==> src/core/pqs_regs.svh <==
// Purpose: register offsets, field positions, reset values and timing counts
// Assumes: management frames carry a 5-bit register address
// Notes: definitions only
`ifndef PQS_REGS_SVH
`define PQS_REGS_SVH

// register addresses
`define PQS_ADDR_QSTAT 5'h11
`define PQS_ADDR_TOPS 5'h12

// quick status fields
`define PQS_QS_LOST 10
`define PQS_QS_PLL 9
`define PQS_QS_FCAR 8
`define PQS_QS_INVS 7
`define PQS_QS_HALT 6
`define PQS_QS_PEND 5
`define PQS_QS_ANC 4
`define PQS_QS_SDET 3
`define PQS_QS_JAB 2
`define PQS_QS_RFLT 1
`define PQS_QS_LINK 0

// operations register fields
`define PQS_TO_RJAB 15
`define PQS_TO_POL 14
`define PQS_TO_JINH 5
`define PQS_TO_APINH 3
`define PQS_TO_HBINH 2
`define PQS_TO_LLINH 1
`define PQS_TO_SQINH 0
`define PQS_TO_RESET 14'h0010

// management frame
`define PQS_PREAMBLE_BITS 6'h20
`define PQS_OP_READ 2'h2
`define PQS_OP_WRITE 2'h1

// timing
`define PQS_CLK_MHZ 125
`define PQS_HB_NS 1000
`define PQS_HB_CYC ((`PQS_HB_NS * `PQS_CLK_MHZ + 999) / 1000)

`endif

==> src/core/pqs_pkg.sv <==
// Purpose: types shared by the quick status block
// Assumes: nothing
// Notes: constants live in pqs_regs.svh
package pqs_pkg;

	typedef enum logic [2:0] {
		PQS_PRE,
		PQS_START,
		PQS_HDR,
		PQS_TA,
		PQS_DATA
	} pqs_fsm_e;

	// 100 Mb/s receive events, one-cycle pulses or levels
	typedef struct packed {
		logic signal_lost;
		logic pll_error;
		logic false_carrier;
		logic invalid_symbol;
		logic halt_symbol;
		logic premature_end;
	} pqs_rx100_s;

	// 10 Mb/s control bits toward the line logic
	typedef struct packed {
		logic jabber_check_inhibit;
		logic auto_polarity_inhibit;
		logic link_force_pass;
		logic squelch_need_idle;
	} pqs_ctl_s;

	typedef struct packed {
		pqs_fsm_e fsm;
		logic [5:0] cnt;
		logic [15:0] sh;
		logic [1:0] op;
		logic match;
		logic [4:0] addr;
		logic mdc_d;
		logic mdio;
		logic mdio_oe_n;
		logic lost;
		logic pll;
		logic fcar;
		logic invs;
		logic halt;
		logic pend;
		logic jab;
		logic rflt;
		logic link;
		logic rjab;
		logic pol;
		logic [13:0] ctl;
		logic rx_err;
		logic tx_d;
		logic [7:0] hb_cnt;
		logic hb;
	} pqs_st_s;

endpackage

==> src/core/pqs_sync.sv <==
// Purpose: two-flop synchroniser for inputs from outside the clock domain
// Assumes: asynchronous active-low reset already synchronised
// Notes: first stage feeds only the second stage
`timescale 1ns/1ps
`default_nettype none
module pqs_sync #(
	parameter int WIDTH = 1
) (
	input wire logic clk_i,
	input wire logic rst_n_i,
	input wire logic [WIDTH-1:0] d_i,
	output logic [WIDTH-1:0] q_o
);

	logic [WIDTH-1:0] meta_q;

	always_ff @(posedge clk_i or negedge rst_n_i) begin
		if (!rst_n_i) begin
			meta_q <= '0;
			q_o <= '0;
		end else begin
			meta_q <= d_i;
			q_o <= meta_q;
		end
	end

endmodule
`default_nettype wire

==> src/core/pqs_top.sv <==
// Purpose: quick status low half and 10 Mb/s operations register
// Assumes: event inputs share clk_i; mdc and mdio arrive from outside
// Notes: registers reached only through the management serial pins
// Functional notes
// - 100 Mb/s signal lost sets sticky bit 10 until read or reset
// - receive PLL lock failure sets sticky bit 9
// - start delimiter not a valid J/K pair sets sticky bit 8
// - erroneous symbol raises receive error and sets sticky bit 7
// - halt code group is signalled to MAC and sets sticky bit 6
// - two consecutive idles inside a packet set sticky bit 5
// - sticky bits show whether their event occurred since last read or reset
// - the six receive error bits only record events at 100 Mb/s
// - bit 4 is one only when negotiation is enabled and finished
// - bit 3 reports live 100 Mb/s signal presence
// - bit 2 is the sticky 10 Mb/s jabber indication
// - bit 1 is the sticky remote fault indication
// - bit 0 is link status, latching low until read
// - operations register decoded at management address 0x12
// - bit 3 set stops automatic receive polarity correction
// - bit 1 set forces 10 Mb/s link integrity into link pass
// - remote jabber sets sticky bit 15, cleared by register read
// - bit 5 set disables jabber checking during transmission
// - heartbeat collision pulse after 10 Mb/s transmit unless bit 2, duplex or repeater
// - bit 0 set requires valid data followed by idle for link
`timescale 1ns/1ps
`default_nettype none
`include "pqs_regs.svh"
module pqs_top
	import pqs_pkg::*;
#(
	parameter logic [4:0] PHY_ADDR = 5'h01,
	parameter int HB_CYCLES = `PQS_HB_CYC
) (
	input wire logic clk_i,
	input wire logic rst_n_i,
	input wire logic mdc_i,
	input wire logic mdio_i,
	output logic mdio_o,
	output logic mdio_oe_n_o,
	input wire logic speed_100_i,
	input wire pqs_rx100_s rx100_i,
	input wire logic an_enable_i,
	input wire logic an_done_i,
	input wire logic signal_detect_i,
	input wire logic jabber_i,
	input wire logic remote_fault_i,
	input wire logic link_ok_i,
	input wire logic remote_jabber_i,
	input wire logic polarity_swapped_i,
	input wire logic full_duplex_i,
	input wire logic repeater_i,
	input wire logic tx_en_i,
	output logic rx_error_o,
	output logic collision_heartbeat_test_o,
	output pqs_ctl_s ctl_o
);

	logic [1:0] rst_q;
	logic rst_n;
	logic mdc_s;
	logic mdio_s;
	logic mdc_rise;
	logic rd17;
	logic rd18;
	logic wr18;
	logic hb_trig;
	logic [11:0] hdr;
	logic [15:0] wdata;
	logic [15:0] qs_word;
	logic [15:0] to_word;
	logic [15:0] rdata;
	pqs_st_s s;
	pqs_st_s n;

	// reset release through two flops
	always_ff @(posedge clk_i or negedge rst_n_i) begin
		if (!rst_n_i) begin
			rst_q <= 2'h0;
		end else begin
			rst_q <= {rst_q[0], 1'b1};
		end
	end
	assign rst_n = rst_q[1];

	pqs_sync #(
		.WIDTH(2)
	) u_sync (
		.clk_i(clk_i),
		.rst_n_i(rst_n),
		.d_i({mdc_i, mdio_i}),
		.q_o({mdc_s, mdio_s})
	);

	assign mdc_rise = mdc_s & ~s.mdc_d;
	assign hdr = {s.sh[10:0], mdio_s};
	assign wdata = {s.sh[14:0], mdio_s};

	always_comb begin
		qs_word = 16'h0000;
		qs_word[`PQS_QS_LOST] = s.lost;
		qs_word[`PQS_QS_PLL] = s.pll;
		qs_word[`PQS_QS_FCAR] = s.fcar;
		qs_word[`PQS_QS_INVS] = s.invs;
		qs_word[`PQS_QS_HALT] = s.halt;
		qs_word[`PQS_QS_PEND] = s.pend;
		qs_word[`PQS_QS_ANC] = an_enable_i & an_done_i;
		qs_word[`PQS_QS_SDET] = signal_detect_i;
		qs_word[`PQS_QS_JAB] = s.jab;
		qs_word[`PQS_QS_RFLT] = s.rflt;
		qs_word[`PQS_QS_LINK] = s.link;
		to_word = {s.rjab, s.pol, s.ctl};
		case (hdr[4:0])
			`PQS_ADDR_QSTAT: begin
				rdata = qs_word;
			end
			`PQS_ADDR_TOPS: begin
				rdata = to_word;
			end
			default: begin
				rdata = 16'h0000;
			end
		endcase
	end

	always_comb begin
		n = s;
		rd17 = 1'b0;
		rd18 = 1'b0;
		wr18 = 1'b0;
		n.mdc_d = mdc_s;
		// management frame engine, one step per mdc rising edge
		if (mdc_rise) begin
			case (s.fsm)
				PQS_PRE: begin
					if (mdio_s) begin
						if (s.cnt != `PQS_PREAMBLE_BITS) begin
							n.cnt = s.cnt + 6'h01;
						end
					end else begin
						if (s.cnt == `PQS_PREAMBLE_BITS) begin
							n.fsm = PQS_START;
						end
						n.cnt = 6'h00;
					end
				end
				PQS_START: begin
					n.fsm = mdio_s ? PQS_HDR : PQS_PRE;
					n.cnt = 6'h00;
				end
				PQS_HDR: begin
					n.sh = {s.sh[14:0], mdio_s};
					n.cnt = s.cnt + 6'h01;
					if (s.cnt == 6'h0B) begin
						n.op = hdr[11:10];
						n.match = (hdr[9:5] == PHY_ADDR);
						n.addr = hdr[4:0];
						n.cnt = 6'h00;
						n.fsm = PQS_TA;
						if (hdr[11:10] == `PQS_OP_READ && hdr[9:5] == PHY_ADDR) begin
							n.sh = rdata;
							rd17 = (hdr[4:0] == `PQS_ADDR_QSTAT);
							rd18 = (hdr[4:0] == `PQS_ADDR_TOPS);
						end
					end
				end
				PQS_TA: begin
					n.cnt = s.cnt + 6'h01;
					if (s.op == `PQS_OP_READ && s.match) begin
						n.mdio_oe_n = 1'b0;
						n.mdio = (s.cnt == 6'h00) ? 1'b0 : s.sh[15];
					end
					if (s.cnt == 6'h01) begin
						n.fsm = PQS_DATA;
						n.cnt = 6'h00;
					end
				end
				PQS_DATA: begin
					n.cnt = s.cnt + 6'h01;
					if (s.op == `PQS_OP_READ) begin
						n.sh = {s.sh[14:0], 1'b0};
						n.mdio = s.sh[14];
					end else begin
						n.sh = wdata;
					end
					if (s.cnt == 6'h0F) begin
						n.fsm = PQS_PRE;
						n.cnt = 6'h00;
						n.mdio = 1'b1;
						n.mdio_oe_n = 1'b1;
						wr18 = (s.op == `PQS_OP_WRITE) && s.match &&
							(s.addr == `PQS_ADDR_TOPS);
					end
				end
				default: begin
					n.fsm = PQS_PRE;
					n.cnt = 6'h00;
					n.mdio_oe_n = 1'b1;
				end
			endcase
		end
		// reserved bits stored as written; software keeps defaults
		if (wr18) begin
			n.ctl = wdata[13:0];
		end
		// sticky flags: a set in the clearing cycle wins
		n.lost = (speed_100_i & rx100_i.signal_lost) | (s.lost & ~rd17);
		n.pll = (speed_100_i & rx100_i.pll_error) | (s.pll & ~rd17);
		n.fcar = (speed_100_i & rx100_i.false_carrier) | (s.fcar & ~rd17);
		n.invs = (speed_100_i & rx100_i.invalid_symbol) | (s.invs & ~rd17);
		n.halt = (speed_100_i & rx100_i.halt_symbol) | (s.halt & ~rd17);
		n.pend = (speed_100_i & rx100_i.premature_end) | (s.pend & ~rd17);
		n.jab = jabber_i | (s.jab & ~rd17);
		n.rflt = remote_fault_i | (s.rflt & ~rd17);
		n.link = rd17 ? link_ok_i : (s.link & link_ok_i);
		n.rjab = remote_jabber_i | (s.rjab & ~rd18);
		n.pol = polarity_swapped_i | (s.pol & ~rd18);
		// receive error toward the MAC for bad or halt symbols
		n.rx_err = speed_100_i & (rx100_i.invalid_symbol | rx100_i.halt_symbol);
		// heartbeat after each 10 Mb/s transmission unless bit 2, full duplex or repeater
		n.tx_d = tx_en_i;
		if (hb_trig) begin
			n.hb_cnt = HB_CYCLES[7:0];
		end else if (s.hb_cnt != 8'h00) begin
			n.hb_cnt = s.hb_cnt - 8'h01;
		end
		n.hb = (n.hb_cnt != 8'h00);
	end

	assign hb_trig = s.tx_d & ~tx_en_i & ~speed_100_i & ~s.ctl[`PQS_TO_HBINH] &
		~full_duplex_i & ~repeater_i;

	always_ff @(posedge clk_i or negedge rst_n) begin
		if (!rst_n) begin
			s <= '0;
			s.fsm <= PQS_PRE;
			s.mdio <= 1'b1;
			s.mdio_oe_n <= 1'b1;
			s.ctl <= `PQS_TO_RESET;
		end else begin
			s <= n;
		end
	end

	assign mdio_o = s.mdio;
	assign mdio_oe_n_o = s.mdio_oe_n;
	assign rx_error_o = s.rx_err;
	assign collision_heartbeat_test_o = s.hb;
	assign ctl_o.jabber_check_inhibit = s.ctl[`PQS_TO_JINH];
	assign ctl_o.auto_polarity_inhibit = s.ctl[`PQS_TO_APINH];
	assign ctl_o.link_force_pass = s.ctl[`PQS_TO_LLINH];
	assign ctl_o.squelch_need_idle = s.ctl[`PQS_TO_SQINH];
endmodule
`default_nettype wire

==> config.mk <==
export PLATFORM = sky130hd
export DESIGN_NAME = pqs_top
export DESIGN_NICKNAME = d
export VERILOG_FILES = /design/src/core/pqs_pkg.sv /design/src/core/pqs_sync.sv /design/src/core/pqs_top.sv
export VERILOG_INCLUDE_DIRS = /design/src /design/src/core
export SDC_FILE = /design/constraint.sdc
export NUM_CORES = 1
export LEC_CHECK = 0
export BUFFER_PORTS_ARGS = -buffer_cell sky130_fd_sc_hd__buf_2
export CORE_MARGIN = 2
export CORE_UTILIZATION = 59
export CTS_CLUSTER_DIAMETER = 120
export DETAILED_ROUTE_END_ITERATION = 8
export PLACE_DENSITY = 0.8
export SYNTH_ARGS = -nofsm -noshare
export SYNTH_HDL_FRONTEND = slang
export SYNTH_SLANG_ARGS = --single-unit
==> constraint.sdc <==
create_clock -name clk_i -period 3.2 [get_ports clk_i]
set_input_delay 0.32 -clock clk_i [delete_from_list [all_inputs] [get_ports clk_i]]
set_output_delay 0.32 -clock clk_i [all_outputs]
set_load 0.005 [all_outputs]
==> results of run 1 <==
[cell families after synthesis]
logic type / after synthesis
adders and majority gates: 5
and+or+nand+nor: 107
xor gates and xnor gates: 10
DFF: 78
muxes: 22
buffers and inverters: 30
other: 1
AOI/OAI and AO/OA: 78
[worst paths after layout]
path                                    start                          to  slack [ns]  cells past startpoint
setup / recovery            s[69]$_DFFE_PN0P_           s[17]$_DFFE_PN0P_        0.70                      6
setup reg to reg            s[69]$_DFFE_PN0P_           s[17]$_DFFE_PN0P_        0.70                      6
min in group asynchronous             rst_n_i          rst_q[0]$_DFF_PN0_        0.28                      2
max in group asynchronous  rst_q[1]$_DFF_PN0_           s[15]$_DFFE_PN1P_        2.08                      1
hold / removal                          mdc_i  u_sync.meta_q[1]$_DFF_PN0_        0.08                      1
hold reg to reg            rst_q[1]$_DFF_PN0_           s[40]$_DFFE_PN0P_        0.30                      0
[cell usage after synthesis, drive strengths merged, types with 2 or more instances]
library cell	number	area [µm²]
ha	5	62.6
nand4	2	12.5
nand3	12	65.1
inv	9	33.8
or3	2	12.5
mux2	22	248
xnor2	7	61.3
nor2	23	86.3
nor3b	3	27.5
clkbuf	12	46.3
o21ai	20	100
dfrtp	75	1880
nor4b	4	41.3
nand2b	3	18.8
or4	2	18.8
o311ai	4	35.0
or3b	2	17.5
a22o	11	96.3
buf	9	60.1
a31oi	5	31.3
nor3	10	50.1
a221oi	4	35.0
xor2	3	26.3
a32oi	2	17.5
o21a	2	15.0
a32o	3	30.0
a211oi	5	37.5
nor2b	4	25.0
a21oi	7	35.0
a311oi	2	17.5
and3	4	25.0
nor4	4	70.1
nand2	27	101
a21boi	2	15.0
a21o	4	30.0
dfstp	3	78.8
[area by class of cell]
cell class | count | share of cell area (%)
multi-input combinational | 223 | 38.8
clock buffer | 11 | 3.24
clock inverter | 5 | 1.45
sequential | 78 | 48.3
timing repair buffer | 37 | 5.12
tap | 75 | 2.31
inverter | 9 | 0.833
[routing by layer]
metal	GRT usage [%]	share of wire [%]	wire length, µm	vias to the layer above
met5	0	0	0	-
met4	10.0	1.4	108	0
met3	5.84	3.6	269	11
met2	39.4	48	3620	66
met1	34.8	47	3530	1358
li1	-	-	-	1264
[power by group through the flow]
stage          sequential, µW  clock, µW  combinational, µW
5_1_grt                  1130        770                270
4_1_cts                  1120        731                234
3_3_place_gp             1130          0                215
2_1_floorplan            1110          0                191
6_report                 1120        717                234
3_5_place_dp             1130          0                226
[registers in the layout (all words and copies together), names as in the netlist]
register	flops
mdio_oe_n_o	1
rx_error_o	1
mdio_o	1
collision_heartbeat_test_o	1
u_sync.meta_q	2
u_sync.q_o	2
ctl_o	4
s	44
qs_word	9
rst_q	2
hdr	11
[through the flow]
step	cell area (µm²)	hold slack, ns	total power [µW]	cells	setup slack, ns
2_1_floorplan	3660	0.0244	1300	331	0.872
3_3_place_gp	3850	0.105	1340	421	0.817
3_5_place_dp	3850	0.108	1360	421	0.733
4_1_cts	4050	0.0711	2080	438	0.726
5_1_grt	4050	0.0637	2170	438	0.450
6_report	4050	0.0801	2070	438	0.700
[what timing repair did]
action / in CTS / in global routing
gates resized for setup: 0 / 0
setup buffers: 0 / 0
hold endpoints to repair: 2 / 0
hold buffers: 1 / 0
==> summary.md, run 1 <==
| Metric | Value |
|---|---|
| Result of the run | finished, final reports clean |
| Number of unique standard cell types used by synthesis | between 50 and 60 |
| Crit share post-route | between 70% and 80% |
| Largest fanout of any net on the critical path | 14 |
| Number of filler instances in the final layout | roughly 470 |
| Routability cong. | ~0.9 |
| CTS clock-pin slew for the worst setup and hold paths | about 0.080 ns |
| Fraction of registers with async set or reset after synthesis | 100% |
| Die Area | around 7000 µm² |
| Arrival time of the worst setup path | approximately 2.7 ns |
| Crit path largest cell delay | 0.58 ns |
| Diode insertion count for antenna repair | 0 |
| First drt pass iteration count | 4 |
| Starting DRT DRC Count | about 170 |
| Maximum clock skew at final layout | roughly 0.016 ns |
| Clock latency on the worst-skew pair | roughly 0.35 ns |
| Synth Register Bits | between 70 and 80 |
| Number of warnings reported in the yosys synthesis log | 0 |
| Global-route wire length before repair | roughly 13000 µm |
| Dominant combinational cell family by area after synthesis | simple AND/OR/NAND/NOR gates |
| Worst-case vdd ir drop | between 0.5 and 0.6 mV |
| Detailed-placement wirelength estimate | 5190 µm |
| Share of layout cells above drive strength 1 | roughly a quarter |
| Share of cell area taken by muxes after synthesis | between 6 and 7% |
| Main flop type after synthesis | dfrtp_1 |
| Switching power share of the total | a little over a quarter |
| Total gr overflow | 0 |
| Inserted Clock Buffers | 9 |
| Sequential share of the synthesized area | between 50% and 60% |
| Most common cell after layout, fill and taps aside | dfrtp_1 |
| Sequential share of power | 54.0% |
| EDFF count, synth | 0 |
| Power Dens Cells | 510 nW/µm² |
| Leakage power of the design | approximately 0.0018 µW |
| Min cycle time layout | around 2.5 ns |
| GRT Total Usage | about a quarter |
| DRC viols | 0 |
| Top-Level Pins | 30 |
| Number of buffer cells added on primary ports | 29 |
| Maximum number of pins on one net before global-route repair | 33 |
| Antenna Violating Nets Remaining | 0 |
| Cell Int Power | around 1500 µW |
| Total Routed Length | ~7500 µm |
| Die Wd | roughly 83 µm |
| Synth Cell Area | ~3700 µm² |
| Count of clock tree sinks | 78 |
| Mapped Nets | between 300 and 400 |
| Final #Nets | between 300 and 400 |
| Xor and xnor fraction of the mapped netlist area | 2.39% |
| Critical path required time | 3.43 ns |
| Max-slew violation count | 0 |
| Commonest cells after routing, fill and taps aside | dfrtp_1 (74), buf_2 (29), nand2_1 (27) |
| Average cell area after synthesis | 11.1 µm² |
| Net Switching | about 560 µW |
| Vertical extent of the die | ~83 µm |
| Number of hold violations in the final report | 0 |
| Clock group share of total power | 34.7% |
| Count of H-tree levels built during CTS | 3 |
| Longest Clk Path Bufs | 2 |
| Via total after detailed routing | about 2.7k |
| Row Count | 28 |
| Fraction of the mapped netlist area in adder cells | under 10% |
| Critical-path cell list | nor2_1 > nand2_1 > or4_4 > nor4_4 > buf_4 > mux2_2 |
| TritonCTS clock tree | done |
| Largest delay contributor family on the critical path | simple AND/OR/NAND/NOR gates |
| Via count of the first global-routing pass | 2700 |
| Capturing element type of the critical path | flop |
| Kind of critical path | reg2reg |
| Kind of start point of the critical path | flop |
| Unrepaired setup endpoints after global routing | no |
| Starting density of the core | 61.5% |
| Max-cap viol count | 0 |
| Slowest library cell on the worst path | or4_4 |
| Number of antenna violations at the first check in global routing | 0 |
| Remaining max-slew budget at the tightest pin | between 40% and 50% |
| Peak clock frequency supported by timing | 400 MHz |
| Drt via density | approximately 6.2 |
| Final Setup Violations | 0 |
| Final sum of negative setup slack | 0 ns |
| Complex-gate fraction of the synthesized area | 15.1% |
| Combinational share of power | between 10% and 20% |
| Average routed wire per standard cell | 17.2 µm |
| Bufs and invs on worst path | 1 |
| Gate count of the mapped netlist | 331 |
| Core Region | between 5000 and 6000 µm² |
| Combined area of the multi-input logic cells | 1570 µm² |
| Root buf cell | clkbuf_8 |
| FF+latch area | 1960 µm² |
| End-of-flow core utilization | between 60% and 70% |
| Transition at the pin with the smallest max-transition slack | approximately 0.84 ns |
| Worst min path class | in2reg |
| Layout-stage area growth over the synthesis result | 10.7% |
| Fraction of the mapped netlist area in simple logic gates | between 10% and 20% |
Power figures use the tool's default switching activity.
==> run 2, diff against run 1 <==
Settings changed: CORE_UTILIZATION 59 to 53, PLACE_DENSITY 0.8 to 0.76.
Clock period 3.2 ns to 2.17 ns, I/O delays scaled along.
==> run 2 against run 1 <==
The flow now finishes with violations (setup timing). Count of clock-buffer cells in the layout is 2 lower. Utilization is 4.3 points lower. Non-clock buffer count up 25. Critical path depth shrank 1. Die area rose by 11%. Clock skew decreased by 0.00063 ns. Routed wire length grew 5.3%. Global-route usage decreased by 1.8 points. First-iteration DRC count shrank 6.6%. Sequential power grew 46%. Largest power group unchanged.
==> summary.md, run 2 (synthesis gave the netlist of run 1 again) <==
| Metric | Value |
|---|---|
| First drt pass iteration count | 4 |
| Peak clock frequency supported by timing | approximately 450 MHz |
| TritonCTS clock tree | done |
| Leakage power of the design | 0.00192 µW |
| Place WS | -0.0891 ns |
| Number of hold violations in the final report | 0 |
| Final Instance Count excl. Fillers | around 470 |
| Total gr overflow | 0 |
| Commonest cells after routing, fill and taps aside | dfrtp_1 (74), buf_2 (29), nand2_1 (27) |
| Die Wd | between 80 and 90 µm |
| Max FFs per register | 44 |
| Top-Level Pins | 30 |
| Worst setup slack after layout | -0.0758 ns |
| Most common cell after layout, fill and taps aside | dfrtp_1 |
| Register bank with the most flops | s |
| DRC viols | 0 |
| Via total after detailed routing | between 2k and 3k |
| Transition at the pin with the smallest max-transition slack | between 0.5 and 0.6 ns |
| Clock latency on the worst-skew pair | 0.36 ns |
| Diode insertion count for antenna repair | 0 |
| Largest delay contributor family on the critical path | simple AND/OR/NAND/NOR gates |
| Crit path largest cell delay | 0.53 ns |
| Worst-case vdd ir drop | 0.692 mV |
| Violated checks | setup timing |
| CTS clock-pin slew for the worst setup and hold paths | 0.09 ns |
| Result of the run | complete, but fails checks |
| Remaining max-slew budget at the tightest pin | between 60% and 70% |
| Largest fanout of any net on the critical path | 14 |
| Count of buffers added by post-CTS timing repair for setup | 0 |
| Net Switching | between 800 and 900 µW |
| Bufs and invs on worst path | 1 |
| Arrival time of the worst setup path | about 2.5 ns |
| Combinational share of power | about 12% |
| Switching power share of the total | 29.3% |
| Starting DRT DRC Count | about 160 |
| Vertical extent of the die | 87.1 µm |
| Critical path required time | ~2.4 ns |
| Clock group share of total power | between 30% and 40% |
| Count of H-tree levels built during CTS | 3 |
| Longest Clk Path Bufs | 2 |
| Routability cong. | 0.817 |
| Row Count | 30 |
| Count of clock tree sinks | a little under 80 |
| Root buf cell | clkbuf_8 |
| Sequential share of power | between 50 and 60% |
| Core Region | just under 7000 µm² |
| Maximum number of pins on one net before global-route repair | 53 |
| Antenna Violating Nets Remaining | 0 |
| Total Routed Length | 7920 µm |
| Drt via density | roughly 6.0 |
| Starting density of the core | a little over half |
| Via count of the first global-routing pass | ~2.8k |
| Cell Int Power | 2150 µW |
| Crit share post-route | 103% |
| Final sum of negative setup slack | -0.949 ns |
| Placed Cells | ~450 |
| Final #Nets | between 400 and 500 |
| Final Setup Violations | 14 |
| Slowest library cell on the worst path | or4b_4 |
| Min cycle time layout | between 2 and 2.5 ns |
| GRT Total Usage | 23.5% |
| Average routed wire per standard cell | between 15 and 20 µm |
| Power Dens Cells | between 700 and 800 nW/µm² |
| Worst min path class | in2reg |
| Number of antenna violations at the first check in global routing | 0 |
| Kind of start point of the critical path | flop |
| Detailed-placement wirelength estimate | 5490 µm |
| Max-slew violation count | 0 |
| Global-route wire length before repair | approximately 14000 µm |
| Share of layout cells above drive strength 1 | between 20% and 30% |
| Die Area | between 7000 and 8000 µm² |
| Worst-case hold slack | roughly 0.022 ns |
| Inserted Clock Buffers | 9 |
| Maximum clock skew at final layout | about 0.016 ns |
| Layout-stage area growth over the synthesis result | 17.6% |
| Number of buffer cells added on primary ports | 29 |
| Kind of critical path | reg2reg |
| Capturing element type of the critical path | flop |
| Unrepaired setup endpoints after global routing | yes |
| Number of filler instances in the final layout | 538 |
| Max-cap viol count | 0 |
| Critical-path cell list | or4b_4 > or4_4 > nor4_4 > buf_12 > mux2_2 |
run 2: path summary, 6_finish.rpt:
kind / cells past startpoint / end / start / slack (ns)
min reg2reg: 0 / s[65]$_DFFE_PN0P_ / rst_q[1]$_DFF_PN0_ / 0.27
max reg2reg: 5 / ctl_o[2]$_DFFE_PN0P_ / s[39]$_DFFE_PN0P_ / -0.08
max: 5 / ctl_o[2]$_DFFE_PN0P_ / s[39]$_DFFE_PN0P_ / -0.08
max in group asynchronous: 1 / mdio_o$_DFFE_PN1P_ / rst_q[1]$_DFF_PN0_ / 1.17
min in group asynchronous: 2 / rst_q[1]$_DFF_PN0_ / rst_n_i / 0.18
min: 2 / qs_word[2]$_DFF_PN0_ / jabber_i / 0.02
run 2: what timing repair did:
item                       CTS  global route
cloned                       0             0
hold endpoints to repair     5             0
gates resized for setup      0             4
setup endpoints to repair   14            20
pin swaps                    0             1
hold buffers                 4             0
run 2: metal layers:
metal	vias up	global-route usage, %	part of all wire, %
li1	1313	-	-
met1	1398	32.1	44
met2	66	36.4	49
met3	14	6.73	4.5
met4	0	8.25	2.0
met5	-	0	0
run 2: final cells by class:
class / count / area (µm²) / area share, %
clock buffer: 9 / 124 / 2.88
clock inverter: 7 / 61.3 / 1.42
inverter: 9 / 33.8 / 0.785
multi-input combinational: 223 / 1590 / 36.9
sequential: 78 / 1960 / 45.5
tap: 80 / 100 / 2.32
timing repair buffer: 62 / 440 / 10.2
run 2: through the flow:
stage                     power [µW]  util, %  area, µm²
after floorplan                 1910        -       3660
after global placement          2010     60.1       4060
after detailed placement        2030     60.1       4060
after CTS                       3080     63.5       4290
after global routing            3210     63.7       4310
final                           3040     63.7       4310
run 2: power by group through the flow:
stage	clock network (µW)	logic, µW	registers [µW]
2_1_floorplan	0	281	1630
3_3_place_gp	0	343	1670
3_5_place_dp	0	366	1670
4_1_cts	1060	376	1640
5_1_grt	1140	424	1660
6_report	1030	371	1640
